$ cat src/design/option_pkg.sv
// package: option byte layout, decoded configuration and loader state types
package option_pkg;

  // ==========================================================
  // option area location
  localparam logic [13:0] OPTION_BASE = 14'h3FF0;
  localparam logic [13:0] LAST_ADDR = 14'h3FFF;
  localparam logic [3:0] LAST_IDX = 4'hF;

  // ==========================================================
  // byte indices inside the option area
  localparam logic [3:0] IDX_SYS = 4'h0;
  localparam logic [3:0] IDX_P01 = 4'h1;
  localparam logic [3:0] IDX_P23 = 4'h2;
  localparam logic [3:0] IDX_P45 = 4'h3;
  localparam logic [3:0] IDX_P6 = 4'h4;
  localparam logic [3:0] IDX_DEDOUT = 4'h5;
  localparam logic [3:0] IDX_PC = 4'h7;
  localparam logic [3:0] IDX_ARR = 4'h8;

  // ==========================================================
  // bit positions
  localparam int BIT_PORT5_LVL = 7;
  localparam int BIT_SUBOSC = 5;
  localparam int BIT_MAINOSC = 4;
  localparam int BIT_DEDOUT_LVL = 3;
  localparam int BIT_WDT = 0;
  localparam int BIT_BUF = 6;
  localparam int BIT_ZC = 5;

  // ==========================================================
  // data values
  localparam logic [7:0] BLANK_BYTE = 8'hFF;
  localparam logic [7:0] PROTECTED_READ = 8'h00;
  localparam logic [7:0] BYTE_RESET = 8'h00;

  // ==========================================================
  // decoded static configuration
  typedef struct packed {
    logic subosc_enable;          // 1: crystal, 0: subclock_input_port
    logic main_ceramic;           // 1: resonator, 0: external clock
    logic dedicated_reset_high;   // dedicated_output_group reset level
    logic port_five_reset_high;   // port_five_group reset level
    logic watchdog_enable;
    logic [3:0] port_zero_pullup; // pullup_select 1, open_drain_select 0
    logic [3:0] port_one_pullup;
    logic [3:0] port_two_pullup;
    logic [2:0] port_three_pullup;
    logic [3:0] port_four_pullup;
    logic [3:0] port_five_pullup;
    logic [3:0] port_six_pullup;
    logic [3:0] control_port_pullup;
    logic [3:0] dedicated_pulldown; // pulldown_select 1
    logic buffer_enable;
    logic zero_cross_enable;
    logic [4:0] inverter_enable;  // port_four_bit_one .. analog_input_bit_three
  } cfg_type;

  localparam cfg_type CFG_RESET = '0;

  // programmer side activity seen at the chip
  typedef struct packed {
    logic write;
    logic [13:0] addr;
    logic [7:0] data;
    logic blank_check;
  } prog_req_type;

  typedef enum logic [1:0] {
    LD_ISSUE,
    LD_CAPTURE,
    LD_APPLY,
    LD_RUN
  } load_state_type;

  typedef struct packed {
    load_state_type state;
    logic [3:0] idx;
    logic [15:0][7:0] bytes;
    cfg_type cfg;
    logic cpu_hold;
    logic ext_pend;
    logic [7:0] ext_data;
    logic ext_valid;
  } loader_state_type;

  typedef struct packed {
    logic content_seen;
    logic blank_seen;
    logic protect;
  } guard_state_type;

endpackage : option_pkg

$ cat src/design/security_guard.sv
// module: read protection arming from programmer activity
`timescale 1ns/1ps
module security_guard
  import option_pkg::*;
(
  input wire logic clk,
  input wire logic reset,
  input prog_req_type prog,
  input wire logic security_enable_line,
  output logic protect_active
);

  guard_state_type s_q;
  guard_state_type s_d;
  logic last_write;

  assign last_write = prog.write && (prog.addr == LAST_ADDR);

  // next state of the guard
  always_comb begin
    s_d = s_q;
    // non-blank content written in an ordinary pass
    if (prog.write && !security_enable_line && prog.data != BLANK_BYTE) begin
      s_d.content_seen = 1'b1;
    end
    // blank check inside a secure pass spoils arming
    if (!security_enable_line) begin
      s_d.blank_seen = 1'b0;
    end else if (prog.blank_check) begin
      s_d.blank_seen = 1'b1;
    end
    // secure pass finishing at the last location arms protection
    if (security_enable_line && last_write && s_q.content_seen &&
        !s_q.blank_seen && !prog.blank_check) begin
      s_d.protect = 1'b1;
    end
    if (reset) begin
      s_d = '0;
    end
  end

  // state register
  always_ff @(posedge clk) begin
    s_q <= s_d;
  end

  assign protect_active = s_q.protect;
endmodule : security_guard

$ cat src/design/option_byte_config_loader.sv
// module: option byte fetch, decode and protected readback
// Function
// - options come from sixteen top bytes
// - first byte bit5 picks sub-oscillator
// - first byte bit4 picks ceramic main clock
// - first byte bit3 sets dedicated output reset
// - first byte bit7 set: port five low
// - first byte bit0 enables the watchdog
// - output type bits: zero drain, one pullup
// - sixth byte low nibble: drain or pulldown
// - ninth byte bits 6,5 buffers, active low
// - ninth byte bits 4..0 inverters, active low
// - readback answers latched after protection arms return zero until a reset clears protection
// - secure second write pass arms protection
// - all-blank first pass never arms protection
// - blank-program-verify second pass never arms
`timescale 1ns/1ps
module option_byte_config_loader
  import option_pkg::*;
(
  input wire logic clk,
  input wire logic reset,
  output logic rom_rd,
  output logic [13:0] rom_addr,
  input wire logic [7:0] rom_data,
  input wire logic ext_read,
  input wire logic [13:0] ext_addr,
  output logic [7:0] ext_data,
  output logic ext_valid,
  output logic cpu_hold,
  output cfg_type cfg,
  input prog_req_type prog,
  input wire logic security_enable_line,
  output logic protect_active
);

  // ==========================================================
  // helpers

  // option bits that enable a feature when cleared
  function automatic logic [4:0] active_low(input logic [4:0] bits);
    active_low = ~bits;
  endfunction : active_low

  // decode of option bytes 0 to 5, 7 and 8 of the sixteen
  function automatic cfg_type decode_cfg(input logic [15:0][7:0] b);
    cfg_type c;
    logic [4:0] arr;
    c = CFG_RESET;
    c.subosc_enable = b[IDX_SYS][BIT_SUBOSC];
    c.main_ceramic = b[IDX_SYS][BIT_MAINOSC];
    c.dedicated_reset_high = b[IDX_SYS][BIT_DEDOUT_LVL];
    c.port_five_reset_high = ~b[IDX_SYS][BIT_PORT5_LVL];
    c.watchdog_enable = b[IDX_SYS][BIT_WDT];
    c.port_zero_pullup = b[IDX_P01][3:0];
    c.port_one_pullup = b[IDX_P01][7:4];
    c.port_two_pullup = b[IDX_P23][3:0];
    c.port_three_pullup = b[IDX_P23][6:4];
    c.port_four_pullup = b[IDX_P45][3:0];
    c.port_five_pullup = b[IDX_P45][7:4];
    c.port_six_pullup = b[IDX_P6][3:0];
    c.control_port_pullup = b[IDX_PC][3:0];
    c.dedicated_pulldown = b[IDX_DEDOUT][3:0];
    arr = active_low({3'b000, b[IDX_ARR][BIT_BUF], b[IDX_ARR][BIT_ZC]});
    c.buffer_enable = arr[1];
    c.zero_cross_enable = arr[0];
    c.inverter_enable = active_low(b[IDX_ARR][4:0]);
    decode_cfg = c;
  endfunction : decode_cfg

  // ==========================================================
  // state

  loader_state_type s_q;
  loader_state_type s_d;

  // read protection tracking on the programmer side
  security_guard u_guard (
    .clk(clk),
    .reset(reset),
    .prog(prog),
    .security_enable_line(security_enable_line),
    .protect_active(protect_active)
  );

  // fetch sequencing, decode and readback
  always_comb begin
    s_d = s_q;
    s_d.ext_valid = 1'b0;
    rom_rd = 1'b0;
    rom_addr = OPTION_BASE;
    case (s_q.state)
      LD_ISSUE: begin
        // address only ever within the option area
        rom_rd = 1'b1;
        rom_addr = OPTION_BASE | {10'h000, s_q.idx};
        s_d.state = LD_CAPTURE;
      end
      LD_CAPTURE: begin
        s_d.bytes[s_q.idx] = rom_data;
        if (s_q.idx == LAST_IDX) begin
          s_d.state = LD_APPLY;
        end else begin
          s_d.idx = 4'(s_q.idx + 4'h1);
          s_d.state = LD_ISSUE;
        end
      end
      LD_APPLY: begin
        // settings latch once, in the same cycle the core leaves reset
        s_d.cfg = decode_cfg(s_q.bytes);
        s_d.cpu_hold = 1'b0;
        s_d.state = LD_RUN;
      end
      LD_RUN: begin
        // one outstanding readback; protected data is masked
        if (s_q.ext_pend) begin
          s_d.ext_pend = 1'b0;
          s_d.ext_valid = 1'b1;
          s_d.ext_data = protect_active ? PROTECTED_READ : rom_data;
        end else if (ext_read) begin
          rom_rd = 1'b1;
          rom_addr = ext_addr;
          s_d.ext_pend = 1'b1;
        end
      end
      default: begin
        s_d.state = LD_ISSUE;
      end
    endcase
    if (reset) begin
      s_d.state = LD_ISSUE;
      s_d.idx = 4'h0;
      s_d.bytes = '0;
      s_d.cfg = CFG_RESET;
      s_d.cpu_hold = 1'b1;
      s_d.ext_pend = 1'b0;
      s_d.ext_data = BYTE_RESET;
      s_d.ext_valid = 1'b0;
    end
  end

  // state register
  always_ff @(posedge clk) begin
    s_q <= s_d;
  end

  // outputs from the state register
  assign cpu_hold = s_q.cpu_hold;
  assign cfg = s_q.cfg;
  assign ext_data = s_q.ext_data;
  assign ext_valid = s_q.ext_valid;

  // one check per inverter pin
  for (genvar i = 0; i < 5; i++) begin : g_inv

  end
endmodule : option_byte_config_loader

$ cat config.mk
export PLATFORM = sky130hd
export DESIGN_NAME = option_byte_config_loader
export DESIGN_NICKNAME = d
export VERILOG_FILES = /design/src/design/option_pkg.sv /design/src/design/security_guard.sv /design/src/design/option_byte_config_loader.sv
export SDC_FILE = /design/constraint.sdc
export NUM_CORES = 1
export LEC_CHECK = 0
export BUFFER_PORTS_ARGS = -buffer_cell sky130_fd_sc_hd__buf_2
export CORE_MARGIN = 1.5
export CORE_UTILIZATION = 46
export CTS_CLUSTER_SIZE = 40
export DETAILED_ROUTE_END_ITERATION = 12
export GPL_ROUTABILITY_DRIVEN = 0
export GPL_TIMING_DRIVEN = 0
export PLACE_DENSITY = 0.7
export SLEW_MARGIN = 30
export SYNTH_ARGS = -nofsm -noshare
export SYNTH_HDL_FRONTEND = slang
export SYNTH_HIERARCHICAL = 1
export SYNTH_SLANG_ARGS = --single-unit
$ cat constraint.sdc
create_clock -name clk -period 1.9 [get_ports clk]
set_clock_uncertainty 0.2 [all_clocks]
set_input_delay 0.095 -clock clk [delete_from_list [all_inputs] [get_ports clk]]
set_output_delay 0.095 -clock clk [all_outputs]
set_load 0.02 [all_outputs]
== Word-level counts from Yosys, hierarchy flattened ==
Cells that the tools add are included.

* Add/sub/neg operators: 1
* $lt $le $gt $ge: 2
* Equal/unequal tests: 6
* Multiplexer cells: 13
* Bitwise gates (word level): 6
* Reductions and logical operators: 17

{| class="wikitable"
|+ Operators by type and width
! operator !! count
|-
| bitwise mux 128 bit || 1
|-
| demux 8 bit (select 4 bit) || 1
|-
| two-way mux 14 bit || 2
|-
| case mux 14 bit (2 select lines) || 1
|-
| two-way mux 8 bit || 2
|-
| == test 14 bit (second input constant) || 1
|-
| logical AND 1 bit || 8
|-
| != test 8 bit (second input constant) || 1
|-
| case mux 2 bit (3 select lines) || 1
|-
| < comparator 4 x 5 -> 1 bit (second input constant) || 1
|-
| inverter 5 bit || 1
|-
| adder 4 x 1 -> 4 bit (second input constant) || 1
|-
| == test 2 bit (second input constant) || 2
|-
| == test 4 bit (second input constant) || 1
|-
| greater-or-equal comparator 4 x 1 -> 1 bit (second input constant) || 1
|-
| inverter 1 bit || 4
|-
| AND reduction 2 bit || 2
|-
| OR reduction 2 bit || 2
|-
| zero test 1 bit || 3
|-
| two-way mux 1 bit || 3
|-
| nonzero test 3 bit || 1
|-
| == test 2 x 1 -> 1 bit (second input constant) || 1
|-
| zero test 2 bit || 1
|-
| two-way mux 2 bit || 1
|-
| other kinds (2) || 2
|}

* Bits in registers: 195
* Bits of input ports: 50
* Output and inout port bits: 73
* Word-level logic and storage cells: 87

== Longest topological paths before layout ==
* Depth after elaboration: 6
* Mapped depth: 7

== Cells and area by module ==
The synthesis kept the hierarchy.

{| class="wikitable"
|+ Modules (own cells, without submodules)
! module !! instances !! cells each !! area an instance (µm²) !! sequential area each (µm²)
|-
| option_byte_config_loader || 1 || 505 || 4799.6 || 2222.1
|-
| security_guard || 1 || 20 || 168.9 || 60.1
|}

== Worst setup path before layout ==
Ideal clock, no wire load.

* Kind: register to output
* Start point: register s_q[190] (netlist name)
* End point: output rom_addr[10]
* Arrival time: 1.501 ns
* Required time: 1.605 ns
* Path slack: 0.104 ns
* Cell stages (with the launch flop): 6
* Buffers on the path: 1
* Cells stage by stage: dfxtp_1 inv_1 ha_1 clkbuf_1 nor2_1 nand2_1

* Cells in the longest elaborated chain, start to end: 2
* Elaborated cells between the ends (all ways): 3
* Those cells by class: 1 x eq/ne; 1 x mux; 1 x reduce/logical

{| class="wikitable"
|+ RTL lines
! item !! RTL line !! text
|-
| start, declared || option_byte_config_loader.sv:74 || <nowiki>loader_state_type s_q;</nowiki>
|-
| start signal, assigned || option_byte_config_loader.sv:144 || <nowiki>s_q <= s_d;</nowiki>
|-
| == test 2 bit or zero test 2 bit (tied branches) || option_byte_config_loader.sv:92 || <nowiki>case (s_q.state)</nowiki>
|-
| case mux 14 bit (2 select lines) (*) || option_byte_config_loader.sv:92 ||
|-
| end, declared || option_byte_config_loader.sv:24 || <nowiki>output logic [13:0] rom_addr,</nowiki>
|}

Every way passes the cells marked *; elsewhere a longest branch is shown, timed or not.

== Final worst setup path ==
* Start point: register s_q[191] (netlist name)
* End point: output rom_addr[12]

The elaborated chain is that of the path after synthesis.

==> flow_metrics.py <==
metrics = {
    "yosys": {
        "synthFlopType": "dfxtp_1",
        "yosysWarnings": 6,
        "synth_edf_count": 0,
        "yosysSeqAreaShare_pct": 45.9,
        "synthAdderAreaFrac_pct": 2.52,
        "ys_types": 35,
        "synth_compound_area_share_pct": 4.48,
        "yosysMostFrequentCell": "dfxtp_1",
        "synth_xor_area_share_pct": 0,
        "synthSimpleGateAreaFrac_pct": 16.9,
        "syn_nets": 585,
        "syn-cell-area_um2": 4970,
        "synth_seq_cells": 114,
        "synth_common_cells": "dfxtp_1, nor2_1, mux2i_1",
        "ys_top_cells_by_area": "dfxtp_1, mux2i_1, buf_4",
        "synth_top_family_by_area": "multiplexers",
        "synth_top_area_cell": "dfxtp_1",
        "yosysTopAreaCellShare_pct": 45.9,
        "async_reset_ff_share_pct": 0,
        "synth_mux_area_share_pct": 17.8,
        "synth_cells": 525,
        "avgSynthCellArea_um2": 9.46,
    },
    "clock_tree": {
        "worst_skew_pair.late_latency_ps": 500,
        "cts_tree": "built",
        "clk_pin_slew_worst_paths_ps": 50,
        "cts-buffers-inserted": 17,
        "htree_levels": 4,
        "clockRootBuffer": "clkbuf_8",
        "clk_path_buf_depth": 2,
        "cts_sinks": 114,
    },
    "timing": {
        "drv_slew": 0,
        "worst_slack_ps": -43.3,
        "post-route-min-period_ps": 1940,
        "rsz0062_at_grt": "yes",
        "fin_crit_sh_pct": 102,
        "tightestPinTransition_ps": 600,
        "relSlewSlack_pct": 60.0,
        "setup_viol": 8,
        "hold_viol": 0,
        "max_clock_freq_mhz": 515,
    },
    "place": {
        "dp_hpwl_um": 8090,
        "port_buffers": 118,
        "place_inst": 779,
    },
    "cells_and_area": {
        "drive_gt1_share_pct": 37.2,
        "num_antenna_cells": 0,
        "final_util_pct": 64.9,
        "fin_nets": 748,
        "instances_no_fill": 835,
        "fillers": 867,
        "syn_to_final_growth_pct": 36.1,
    },
    "outcome": {
        "status": "complete, but fails checks",
        "violations": "negative setup slack",
    },
    "setup_path": {
        "arrival_ps": 1650,
        "critPathTopFamily": "flip-flops",
        "slowest_delay_ps": 380,
        "critPathBufInv": 2,
        "cp-start-kind": "flip-flop",
        "critPathKind": "flip-flop to output port",
        "cp_cell_sequence": "inv_2, ha_4, nor2_4, nand2_1, buf_2",
        "r2r_setup_slack_ps": 80,
        "worst_ep_required_time_ps": 1600,
        "cp_slowest_cell": "dfxtp_4",
        "cp-end-kind": "output port",
        "worstPathMaxFanout": 5,
    },
    "floorplan": {
        "rows": 37,
        "core-area_um2": 10400,
        "io_pins": 123,
        "die_y_um": 107,
        "dieArea_um2": 11400,
        "die_w_um": 107,
        "start_util_pct": 47.7,
    },
    "power_and_ir_drop": {
        "cellLeakagePower_nw": 3.11,
        "ir_worst_vdd_mv": 0.588,
        "powerDensity_nw_per_um2": 890,
    },
    "routing": {
        "num_vias": 4078,
        "routed_wl_um": 12000,
        "wire_per_inst_um": 14.4,
        "drt_first_pass_iters": 5,
        "drc": 0,
        "drt-initial-drc-count": 193,
        "vias_per_cell": 4.88,
        "antenna_left": 0,
    },
    "global_route": {
        "grt_usage_pct": 21.6,
        "grt_max_degree": 17,
        "grt_pass1_wl_um": 18900,
        "grt_pass1_vias": 3875,
        "grt_antenna_before_repair": 0,
        "overflow": 0,
    },
    "hold_path": {
        "hp-class": "flip-flop to flip-flop",
    },
    "flow_run": {
        "maxCapViolations": 0,
    },
}
-- flip-flops by register name, summed over array words and instances (netlist names) --
name                    flops
cfg                        47
cpu_hold                    1
ext_data                    8
ext_valid                   1
s_q                        54
u_guard/protect_active      1
u_guard/s_q                 2
-- worst paths after layout --
path	endpoint	cells after the start	start
worst max-delay path	rom_addr[12]	5	s_q[191]
worst min-delay path	cpu_hold	1	cpu_hold
worst max register to register	s_q[70]	7	s_q[190]
worst min register to register	cpu_hold	1	cpu_hold
-- cell type report --
| cell class | count | area [um^2] | area share (%) |
|---|---|---|---|
| sequential | 114 | 2290 | 33.9 |
| multi-input combinational | 314 | 2170 | 32.1 |
| timing repair buffer | 147 | 908 | 13.4 |
| buffer | 86 | 589 | 8.72 |
| clock buffer | 19 | 442 | 6.53 |
| tap | 136 | 170 | 2.52 |
| clock inverter | 11 | 161 | 2.39 |
| inverter | 8 | 30.0 | 0.444 |
-- where the power goes --
group          switching (mW)  leakage (nW)  internal [mW]
clock network            1.02         0.299           2.17
registers              0.0223         0.922           2.42
logic                   0.211          1.89          0.177
-- placed cells by master (no fill, tap or decap), types with 7 or more instances in the layout --
cell type / count
a21oi_1: 19
buf_4: 70
clkbuf_1: 9
dfxtp_1: 111
nand4b_1: 11
nand4_1: 7
nor2b_1: 9
o21ai_0: 12
nor2_1: 108
dlygate4sd3_1: 22
buf_2: 123
nand2_1: 19
clkbuf_16: 16
buf_6: 7
mux2i_1: 86
-- timing repair --
item | 4_1_cts | 5_1_grt
cloned | 1 | 1
endpoints found under the hold margin | 65 | 0
endpoints found under the setup margin | 20 | 93
setup buffers | 5 | 1
hold buffers | 22 | 0
pin swaps | 7 | 6
resized for setup | 31 | 22
-- worst reg2reg max path: stages, from the launching register on --
cell and delay, ps:
dfxtp_4 380, buf_4 120, ha_2 210, buf_6 120
and4bb_1 200, buf_6 170, mux2i_2 230, nor2_1 70
-- per-stage QoR --
step                setup WS [ps]  power [mW]  hold slack, ps  area (um^2)  setup TNS (ps)
floorplan                     104        2.65           -35.9         4970               0
global placement            -68.7        2.78             147         5730            -650
detailed placement           -182        2.79             155         5730           -1520
CTS                         -50.7        6.06             247         6710            -333
global route                 -110        6.24             272         6760           -1170
finish                      -43.3        6.02             250         6760            -198
-- cell families (layout without fill, tap and decap cells) --
group,Yosys count,after routing
buffers and inverters,98,271
DFF,114,114
and+or+nand+nor,175,176
adders and majority gates,10,10
muxes,88,88
AOI/OAI and AO/OA,40,40
-- per-layer routing --
layer	global-route usage [%]	routed length (um)	up-vias	share of wire (%)
li1	-	-	2028	-
met1	26.5	5540	1929	46
met2	36.7	5910	108	49
met3	5.35	458	13	3.8
met4	8.00	128	0	1.1
met5	0	0	-	0
Power figures use the tool's default switching activity.
